<file path="config.mk">
export PLATFORM = sky130hd
export DESIGN_NAME = mss_status_reporter
export DESIGN_NICKNAME = d
export VERILOG_FILES = /design/src/mss_status_reporter.v
export VERILOG_INCLUDE_DIRS = /design/src
export SDC_FILE = /design/constraint.sdc
export NUM_CORES = 1
export LEC_CHECK = 0
export ABC_AREA = 0
export BUFFER_PORTS_ARGS = -buffer_cell sky130_fd_sc_hd__buf_2
export CAP_MARGIN = 20
export CORE_MARGIN = 4
export CORE_UTILIZATION = 40
export CTS_CLUSTER_DIAMETER = 50
export DETAILED_ROUTE_END_ITERATION = 7
export GPL_ROUTABILITY_DRIVEN = 0
export HOLD_SLACK_MARGIN = 0.1
export PLACE_DENSITY = 0.69
export SLEW_MARGIN = 10
export SYNTH_ARGS = -nofsm -noshare
export SYNTH_HDL_FRONTEND = slang
export SYNTH_SLANG_ARGS = --single-unit
</file>
<file path="constraint.sdc">
create_clock -name core_clk_in -period 5.7 [get_ports core_clk_in]
set_input_delay 0.285 -clock core_clk_in [delete_from_list [all_inputs] [get_ports core_clk_in]]
set_output_delay 0.285 -clock core_clk_in [all_outputs]
set_load 0.1 [all_outputs]
</file>
<file path="src/mss_consts.vh">
// Purpose: Constants for the motion status and signals reporting block
// Assumes: Included once per compilation unit
// Notes: Command codes, status, signals and trajectory bit positions, busy count, narrow reset value
`ifndef MSS_CONSTS_VH
`define MSS_CONSTS_VH
`define MSS_CMD_BEGIN_MOTION 8'h01
`define MSS_CMD_NARROW_OUT 8'h05
`define MSS_CMD_WIDE_OUT 8'h06
`define MSS_CMD_READ_DESIRED 8'h08
`define MSS_CMD_READ_INDEX 8'h09
`define MSS_CMD_READ_ACTUAL 8'h0a
`define MSS_CMD_READ_SIGNALS 8'h0c
`define MSS_CMD_FILTER_UPDATE 8'h04
`define MSS_CMD_ARM_INDEX 8'h03
`define MSS_CMD_CLEAR_IRQ 8'h1d
`define MSS_CMD_LOAD_TRAJ 8'h1f
`define MSS_CMD_ERR_STOP 8'h1a
`define MSS_CMD_ERR_IRQ 8'h1b
`define MSS_CMD_LOAD_MASK 8'h1c
`define MSS_ST_BUSY 0
`define MSS_ST_CMD_ERR 1
`define MSS_ST_TRAJ_DONE 2
`define MSS_ST_INDEX 3
`define MSS_SG_ARM 0
`define MSS_SG_NARROW 8
`define MSS_SG_STOP_ERR 9
`define MSS_SG_ON_TARGET 10
`define MSS_SG_VEL_MODE 11
`define MSS_SG_FWD 12
`define MSS_SG_UDF 13
`define MSS_SG_ACCEL 14
`define MSS_SG_HOST_IRQ 15
`define MSS_TRJ_ACCEL_BIT 5
`define MSS_TRJ_VEL_BIT 11
`define MSS_TRJ_FWD_BIT 12
`define MSS_BUSY_CYCLES 4'h3
`define MSS_NARROW_RESET 1'b1
`endif

</file>
<file path="src/mss_status_reporter.v">
// Purpose: Status byte, signals word, host interrupt and position readback
// Assumes: Host strobes synchronous to core_clk_in; one byte per strobe cycle
// Notes: Write strobes take data on the cycle they are seen
`default_nettype none
`include "mss_consts.vh"

module mss_status_reporter #(
    parameter BUSY_CYCLES = `MSS_BUSY_CYCLES
) (
    input wire core_clk_in,
    input wire rst_b_in,
    input wire cs_n_in,
    input wire port_select_n_in,
    input wire rd_n_in,
    input wire wr_n_in,
    input wire [7:0] data_in,
    input wire index_pulse_in,
    input wire sample_tick_in,
    input wire move_done_in,
    input wire motor_off_in,
    input wire breakpoint_in,
    input wire pos_error_in,
    input wire wraparound_in,
    input wire [31:0] desired_pos_in,
    input wire [31:0] actual_pos_in,
    output reg [7:0] data_out,
    output reg data_oe_n_out,
    output reg host_irq_out,
    output reg [7:0] status_out,
    output reg [15:0] signals_out,
    output reg [31:0] index_pos_out
);

localparam ST_IDLE = 2'd0;
localparam ST_CMD_DATA = 2'd1;
localparam ST_REPLY = 2'd2;

////////////////////////////////////////////////////////////////////////////////
// Host strobe decode
wire sel = ~cs_n_in;
wire rd_stat = sel & ~port_select_n_in & ~rd_n_in;
wire wr_cmd = sel & ~port_select_n_in & ~wr_n_in;
wire rd_data = sel & port_select_n_in & ~rd_n_in;
wire wr_data = sel & port_select_n_in & ~wr_n_in;

reg [1:0] state_q;
reg [3:0] busy_cnt_q;
reg [2:0] bytes_left_q;
reg [31:0] reply_q;
reg [7:0] cmd_q;
reg wr_byte_q;
reg [15:0] traj_word_q;
reg [7:0] mask_q;
reg cmd_err_q;
reg index_q;
reg done_ack_q;
reg bp_q;
reg perr_q;
reg wrap_q;
reg arm_q;
reg narrow_q;
reg stop_err_q;
reg on_tgt_q;
reg vel_q;
reg fwd_q;
reg udf_q;
reg accel_q;
reg irq_q;
reg vel_pend_q;
reg fwd_pend_q;
reg [7:0] port_buf_q;

// Busy load value; a wider override keeps only the counter's bits
localparam [3:0] BUSY_LOAD = BUSY_CYCLES[3:0];

wire busy = (busy_cnt_q != 4'h0);
wire traj_done = motor_off_in | on_tgt_q;
// Completion shows the OR until acknowledged; it returns once the OR drops and rises again
wire traj_flag = traj_done & ~done_ack_q;
wire [7:0] status_w = {motor_off_in, bp_q, perr_q, wrap_q, index_q, traj_flag, cmd_err_q,
    busy};
wire [15:0] signals_w = {irq_q, accel_q, udf_q, fwd_q, vel_q, on_tgt_q, stop_err_q, narrow_q,
    status_w[7:1], arm_q};

// Accepted strobes; all ignored while busy
wire cmd_go = wr_cmd & ~busy;
wire wdat_go = wr_data & ~busy;
wire rdat_go = rd_data & ~busy;
wire is_read_cmd = (data_in == `MSS_CMD_READ_SIGNALS) | (data_in == `MSS_CMD_READ_INDEX) |
    (data_in == `MSS_CMD_READ_DESIRED) | (data_in == `MSS_CMD_READ_ACTUAL);
wire index_hit = arm_q & index_pulse_in;
wire begin_go = cmd_go & (data_in == `MSS_CMD_BEGIN_MOTION);
wire clr_go = cmd_go & (data_in == `MSS_CMD_CLEAR_IRQ);
wire bad_rd = rdat_go & (state_q != ST_REPLY);
wire bad_wr = wdat_go & (state_q != ST_CMD_DATA);

////////////////////////////////////////////////////////////////////////////////
// Interrupt conditions, ordered as status bits 6 down to 1
wire bp_in_w = breakpoint_in;
wire perr_in_w = pos_error_in;
wire wrap_in_w = wraparound_in;
wire done_ev = move_done_in;
wire [5:0] events = {bp_in_w, perr_in_w, wrap_in_w, index_hit, done_ev, bad_rd | bad_wr};
// Mask bits 6 to 1 line up with the status flags they enable
wire irq_ev = |(events & mask_q[6:1]);

////////////////////////////////////////////////////////////////////////////////
// Command and reply sequencing
always @(posedge core_clk_in or negedge rst_b_in) begin
    if (!rst_b_in) begin
        state_q <= ST_IDLE;
        busy_cnt_q <= 4'h0;
        bytes_left_q <= 3'd0;
        reply_q <= 32'h0;
        cmd_q <= 8'h0;
        wr_byte_q <= 1'b0;
        traj_word_q <= 16'h0;
        mask_q <= 8'h0;
        port_buf_q <= 8'h0;
    end else begin
        if (busy) begin
            busy_cnt_q <= busy_cnt_q - 4'h1;
        end
        if (cmd_go) begin
            cmd_q <= data_in;
            wr_byte_q <= 1'b0;
            // Commands and in-sequence data bytes start a busy run; status reads never wait
            busy_cnt_q <= BUSY_LOAD;
            if (is_read_cmd) begin
                state_q <= ST_REPLY;
                // Reply word is sampled now and leaves MSB first
                case (data_in)
                    `MSS_CMD_READ_SIGNALS: begin
                        reply_q <= {signals_w, 16'h0};
                        bytes_left_q <= 3'd2;
                    end
                    `MSS_CMD_READ_INDEX: begin
                        reply_q <= index_pos_out;
                        bytes_left_q <= 3'd4;
                    end
                    `MSS_CMD_READ_DESIRED: begin
                        reply_q <= desired_pos_in;
                        bytes_left_q <= 3'd4;
                    end
                    default: begin
                        reply_q <= actual_pos_in;
                        bytes_left_q <= 3'd4;
                    end
                endcase
            end else if ((data_in == `MSS_CMD_LOAD_TRAJ) || (data_in == `MSS_CMD_LOAD_MASK)) begin
                state_q <= ST_CMD_DATA;
            end else begin
                state_q <= ST_IDLE;
            end
        end else if (rdat_go && state_q == ST_REPLY) begin
            port_buf_q <= reply_q[31:24];
            reply_q <= {reply_q[23:0], 8'h0};
            bytes_left_q <= bytes_left_q - 3'd1;
            busy_cnt_q <= BUSY_LOAD;
            if (bytes_left_q == 3'd1) begin
                state_q <= ST_IDLE;
            end
        end else if (wdat_go && state_q == ST_CMD_DATA) begin
            port_buf_q <= data_in;
            busy_cnt_q <= BUSY_LOAD;
            wr_byte_q <= ~wr_byte_q;
            if (!wr_byte_q) begin
                traj_word_q[15:8] <= data_in;
            end else begin
                traj_word_q[7:0] <= data_in;
                if (cmd_q == `MSS_CMD_LOAD_MASK) begin
                    mask_q <= data_in;
                end
                state_q <= ST_IDLE;
            end
        end
    end
end

////////////////////////////////////////////////////////////////////////////////
// Status and signals flags
always @(posedge core_clk_in or negedge rst_b_in) begin
    if (!rst_b_in) begin
        cmd_err_q <= 1'b0;
        index_q <= 1'b0;
        done_ack_q <= 1'b0;
        bp_q <= 1'b0;
        perr_q <= 1'b0;
        wrap_q <= 1'b0;
        arm_q <= 1'b0;
        narrow_q <= `MSS_NARROW_RESET;
        stop_err_q <= 1'b0;
        on_tgt_q <= 1'b0;
        vel_q <= 1'b0;
        fwd_q <= 1'b0;
        udf_q <= 1'b0;
        accel_q <= 1'b0;
        irq_q <= 1'b0;
        vel_pend_q <= 1'b0;
        fwd_pend_q <= 1'b0;
        index_pos_out <= 32'h0;
    end else begin
        // Sticky flags: a set in the clear cycle wins
        cmd_err_q <= (cmd_err_q & ~clr_go) | bad_rd | bad_wr;
        index_q <= (index_q & ~clr_go) | index_hit;
        bp_q <= (bp_q & ~clr_go) | breakpoint_in;
        perr_q <= (perr_q & ~clr_go) | pos_error_in;
        wrap_q <= (wrap_q & ~clr_go) | wraparound_in;
        irq_q <= (irq_q & ~clr_go) | irq_ev;
        if (index_hit) begin
            index_pos_out <= actual_pos_in;
        end
        if (cmd_go && data_in == `MSS_CMD_ARM_INDEX) begin
            arm_q <= 1'b1;
        end else if (index_pulse_in) begin
            arm_q <= 1'b0;
        end
        if (cmd_go && data_in == `MSS_CMD_NARROW_OUT) begin
            narrow_q <= 1'b1;
        end else if (cmd_go && data_in == `MSS_CMD_WIDE_OUT) begin
            narrow_q <= 1'b0;
        end
        if (cmd_go && data_in == `MSS_CMD_ERR_STOP) begin
            stop_err_q <= 1'b1;
        end else if (cmd_go && data_in == `MSS_CMD_ERR_IRQ) begin
            stop_err_q <= 1'b0;
        end
        if (cmd_go && data_in == `MSS_CMD_FILTER_UPDATE) begin
            udf_q <= 1'b1;
        end else if (sample_tick_in) begin
            udf_q <= 1'b0;
        end
        // Second byte of trajectory word latches pending mode bits
        if (wdat_go && state_q == ST_CMD_DATA && wr_byte_q && cmd_q == `MSS_CMD_LOAD_TRAJ) begin
            vel_pend_q <= traj_word_q[`MSS_TRJ_VEL_BIT];
            fwd_pend_q <= traj_word_q[`MSS_TRJ_FWD_BIT];
            if (data_in[`MSS_TRJ_ACCEL_BIT]) begin
                accel_q <= 1'b1;
            end
        end else if (begin_go) begin
            accel_q <= 1'b0;
        end
        if (begin_go) begin
            vel_q <= vel_pend_q;
            fwd_q <= fwd_pend_q;
            on_tgt_q <= 1'b0;
        end else if (move_done_in) begin
            on_tgt_q <= 1'b1;
        end
        // Acknowledge by clear-interrupts; dropping the completion OR re-arms the flag
        done_ack_q <= traj_done & (done_ack_q | clr_go);
    end
end

////////////////////////////////////////////////////////////////////////////////
// Registered outputs
always @(posedge core_clk_in or negedge rst_b_in) begin
    if (!rst_b_in) begin
        data_out <= 8'h0;
        data_oe_n_out <= 1'b1;
        host_irq_out <= 1'b0;
        status_out <= 8'h0;
        signals_out <= 16'h0;
    end else begin
        data_oe_n_out <= ~(rd_stat | rd_data);
        if (rd_stat) begin
            data_out <= status_w;
        end else if (rdat_go && state_q == ST_REPLY) begin
            data_out <= reply_q[31:24];
        end else if (rd_data) begin
            data_out <= port_buf_q;
        end
        host_irq_out <= (irq_q & ~clr_go) | irq_ev;
        status_out <= status_w;
        signals_out <= signals_w;
    end
end

endmodule // mss_status_reporter
`default_nettype wire

</file>
==> flow_metrics.py <==
metrics = {
    "outcome": {
        "status": "finished, final reports clean",
    },
    "floorplan": {
        "dieHeight_um": 138,
        "ioPinCount": 151,
        "die_area_um2": 19100,
        "die-width_um": 138,
        "start_util_pct": 40.8,
        "core-area_um2": 16600,
        "rows": 47,
    },
    "cells_and_area": {
        "stdcell_area_um2": 8310,
        "utilization_pct": 49.9,
        "drive_gt1_share_pct": 32.7,
        "num_antenna_cells": 0,
        "synthToLayoutAreaGrowth_pct": 22.2,
        "nets": 842,
    },
    "setup_path": {
        "reg2reg_depth": 7,
        "endpoint_kind": "flip-flop",
        "critical_path.slowest_cell": "or4_4",
        "start_kind": "flip-flop",
        "critPathKind": "flip-flop to flip-flop",
        "path_cells": "inv_1 -> ha_1 -> nor4b_4 -> nand4b_2 -> or4_4 -> nor4_4 -> mux2_2",
        "cpPeakStageDelay_ps": 710,
        "worstPathArrival_ps": 3500,
        "critPathRequiredTime_ps": 6010,
        "r2r_end": "mask_q[2]",
        "r2r_slack_ps": 2520,
        "reg2reg_from": "busy_cnt_q[0]",
        "cp-startpoint": "busy_cnt_q[0]",
        "crit_fanout": 13,
    },
    "synth": {
        "synth_seq_cells": 141,
        "yosysMostFrequentCell": "dfrtp_1",
        "synth_area_leaders": "dfrtp_1 (51%), mux2_2 (7.5%), mux2i_1 (5.7%)",
        "synthTopCellsByCount": "dfrtp_1 (139), nand2_1 (63), a21oi_1 (49), mux2_2 (45), mux2i_1 (39)",
        "async_reset_ff_share_pct": 100,
        "syn_nets": 706,
        "synth_top_area_share_pct": 51.2,
        "synth_ff_type": "dfrtp_1",
        "yosysWarnings": 0,
        "seq_area_frac_synth_pct": 52.0,
        "synthCells": 618,
        "synth_edf_count": 0,
        "netlist_area_um2": 6800,
        "syn_avg_cell_area_um2": 11.0,
        "yosys.area.top_type": "dfrtp_1",
        "ys_types": 55,
    },
    "drt": {
        "detail_route.vias_per_cell": 5.58,
        "drt-pass1-iter-count": 7,
        "drt_iter0_markers": 464,
        "wl_per_cell_um": 19.4,
        "routed_wl_um": 19200,
        "antenna_left": 0,
        "remaining_drc_errors": 0,
        "vias": 5508,
    },
    "pwr": {
        "p_leak_nw": 3.99,
        "pwr_density_cell_nw_per_um2": 350,
        "clkPwrFrac_pct": 37.5,
        "swShare_pct": 34.7,
        "combPwrFrac_pct": 22.3,
        "internal-power_w": 0.00190,
        "seq_power_share_pct": 40.2,
        "max-vdd-ir-drop_mv": 0.234,
        "power_switching_w": 0.00101,
    },
    "cts": {
        "post_cts_buffers": 0,
        "postCtsHoldBufs": 8,
        "clk_pin_slew_worst_paths_ps": 60,
        "cts_resized": 0,
        "cts_max_path_buffers": 2,
        "cts_sinks": 141,
        "numCtsBuffers": 17,
        "clockRootBuffer": "clkbuf_16",
        "clk_latency_ps": 440,
        "ctsHtreeMaxLevel": 4,
        "cts_tree": "done",
    },
    "worst_hold_path": {
        "min_from": "actual_pos_in[17]",
        "worstHoldPathType": "primary input to flip-flop",
        "whs_path_depth": 2,
        "holdPathEnd": "index_pos_out[17]",
    },
    "global_routing": {
        "grt_pass1_wl_um": 31300,
        "antenna_found_initial": 0,
        "grt_pass1_vias": 5493,
        "grt_start_max_net_pins": 80,
        "grt_usage_pct": 20.5,
        "overflow": 0,
    },
    "timing": {
        "fin_crit_ps": 3180,
        "hold_viol_final": 0,
        "tns_ps": 0,
        "slew_headroom_pct": 30.2,
        "worstMarginPinSlew_ps": 1040,
        "fmax_mhz": 314,
        "period_share_pct": 55.8,
        "finalMaxSlewViolations": 0,
        "setup_violations": 0,
        "fin_skew_ps": 14.6,
        "grt_setup_unrepaired": "no",
    },
    "placed_design": {
        "dpl_cell_area_um2": 7640,
        "port_buffers": 150,
        "hpwl_um": 13400,
    },
    "job": {
        "cap_violations": 0,
    },
}
[per-layer routing]
layer	vias up	GRT usage (%)	part of all wire (%)
li1	2559	-	-
met1	2682	29.9	48
met2	236	30.1	44
met3	31	5.25	6.7
met4	0	6.29	1.9
met5	-	0	0
[stage by stage]
stage / instances / setup WS, ps / power (W) / hold slack, ps
final: 987 / 2520 / 0.00291 / 111
after global routing: 987 / 2280 / 0.00303 / 112
after CTS: 986 / 2540 / 0.00293 / 101
after detailed placement: 946 / 2570 / 0.00183 / 372
after global placement: 946 / 2720 / 0.00183 / 371
after floorplan: 618 / 3260 / 0.00167 / -10.6
[registers in the layout, indices dropped and copies added, names as in the netlist, 2 cells and up]
signal,cells
busy_cnt_q,4
bytes_left_q,3
cmd_q,8
data_out,8
index_pos_out,32
mask_q,6
port_buf_q,8
reply_q,32
signals_out,16
state_q,2
traj_word_q,2
[worst max-delay path by stage]
| stage | slack, ps | endpoint | cells past startpoint |
|---|---|---|---|
| 3_5_place_dp | 2570 | mask_q[2] | 7 |
| 6_report | 2520 | mask_q[2] | 7 |
| 5_1_grt | 2280 | mask_q[2] | 7 |
| 3_3_place_gp | 2720 | mask_q[1] | 7 |
| 2_1_floorplan | 3260 | mask_q[4] | 7 |
| 4_1_cts | 2540 | mask_q[2] | 7 |
[power groups by stage]
stage                     Combinational (W)  Clock, W  Sequential (W)
after CTS                          0.000651   0.00111         0.00117
after detailed placement           0.000644         0         0.00119
final                              0.000649   0.00109         0.00117
after global placement             0.000640         0         0.00119
after floorplan                    0.000227         0         0.00144
after global routing               0.000693   0.00116         0.00118
[logic make-up (layout without fill, tap and decap cells)]
group,count (synthesis),after routing,share of synthesized area (%)
compound gates,173,173,17.3
simple gates,154,154,12.3
flops,141,141,52.0
mux,84,84,13.2
buf+inv,61,210,4.44
fa+ha+maj,3,3,0.552
xor+xnor,2,2,0.258
[cells in the final DEF, fill, tap and decap left out, drive strengths merged, types with 3 or more instances in the layout]
| cell type | netlist | layout |
|---|---|---|
| mux2i | 39 | 39 |
| o31ai | 5 | 5 |
| dfrtp | 139 | 139 |
| or2 | 4 | 4 |
| nor3 | 7 | 7 |
| a21oi | 49 | 49 |
| ha | 3 | 3 |
| nor3b | 7 | 7 |
| dlygate4sd3 | 0 | 8 |
| inv | 9 | 12 |
| nor4 | 3 | 3 |
| nor2 | 27 | 27 |
| a21boi | 8 | 8 |
| a221oi | 23 | 23 |
| clkbuf | 28 | 19 |
| buf | 23 | 160 |
| a21o | 5 | 5 |
| nand3 | 15 | 15 |
| o22ai | 3 | 3 |
| a221o | 3 | 3 |
| a22oi | 3 | 3 |
| mux2 | 45 | 45 |
| o21ai | 31 | 31 |
| nand3b | 3 | 3 |
| nand2 | 63 | 63 |
| clkinv | 1 | 7 |
| nor2b | 5 | 5 |
| o2bb2ai | 32 | 32 |
| nand4b | 11 | 11 |
[worst max-delay path, delay by kind of cell (launching register included)]
kind	cells	cell delay [ps]
adders and majority gates	1	280
buffers and inverters	1	90
muxes	1	390
DFF	1	390
and+or+nand+nor	4	1920
[final cells by class]
class,instances,area [um2]
clock buffer,19,433
clock inverter,13,143
fill,1503,8340
inverter,10,37.5
multi-input combinational,416,2980
sequential,141,3530
tap,220,275
timing repair buffer,168,912
Power figures use the tool's default switching activity.
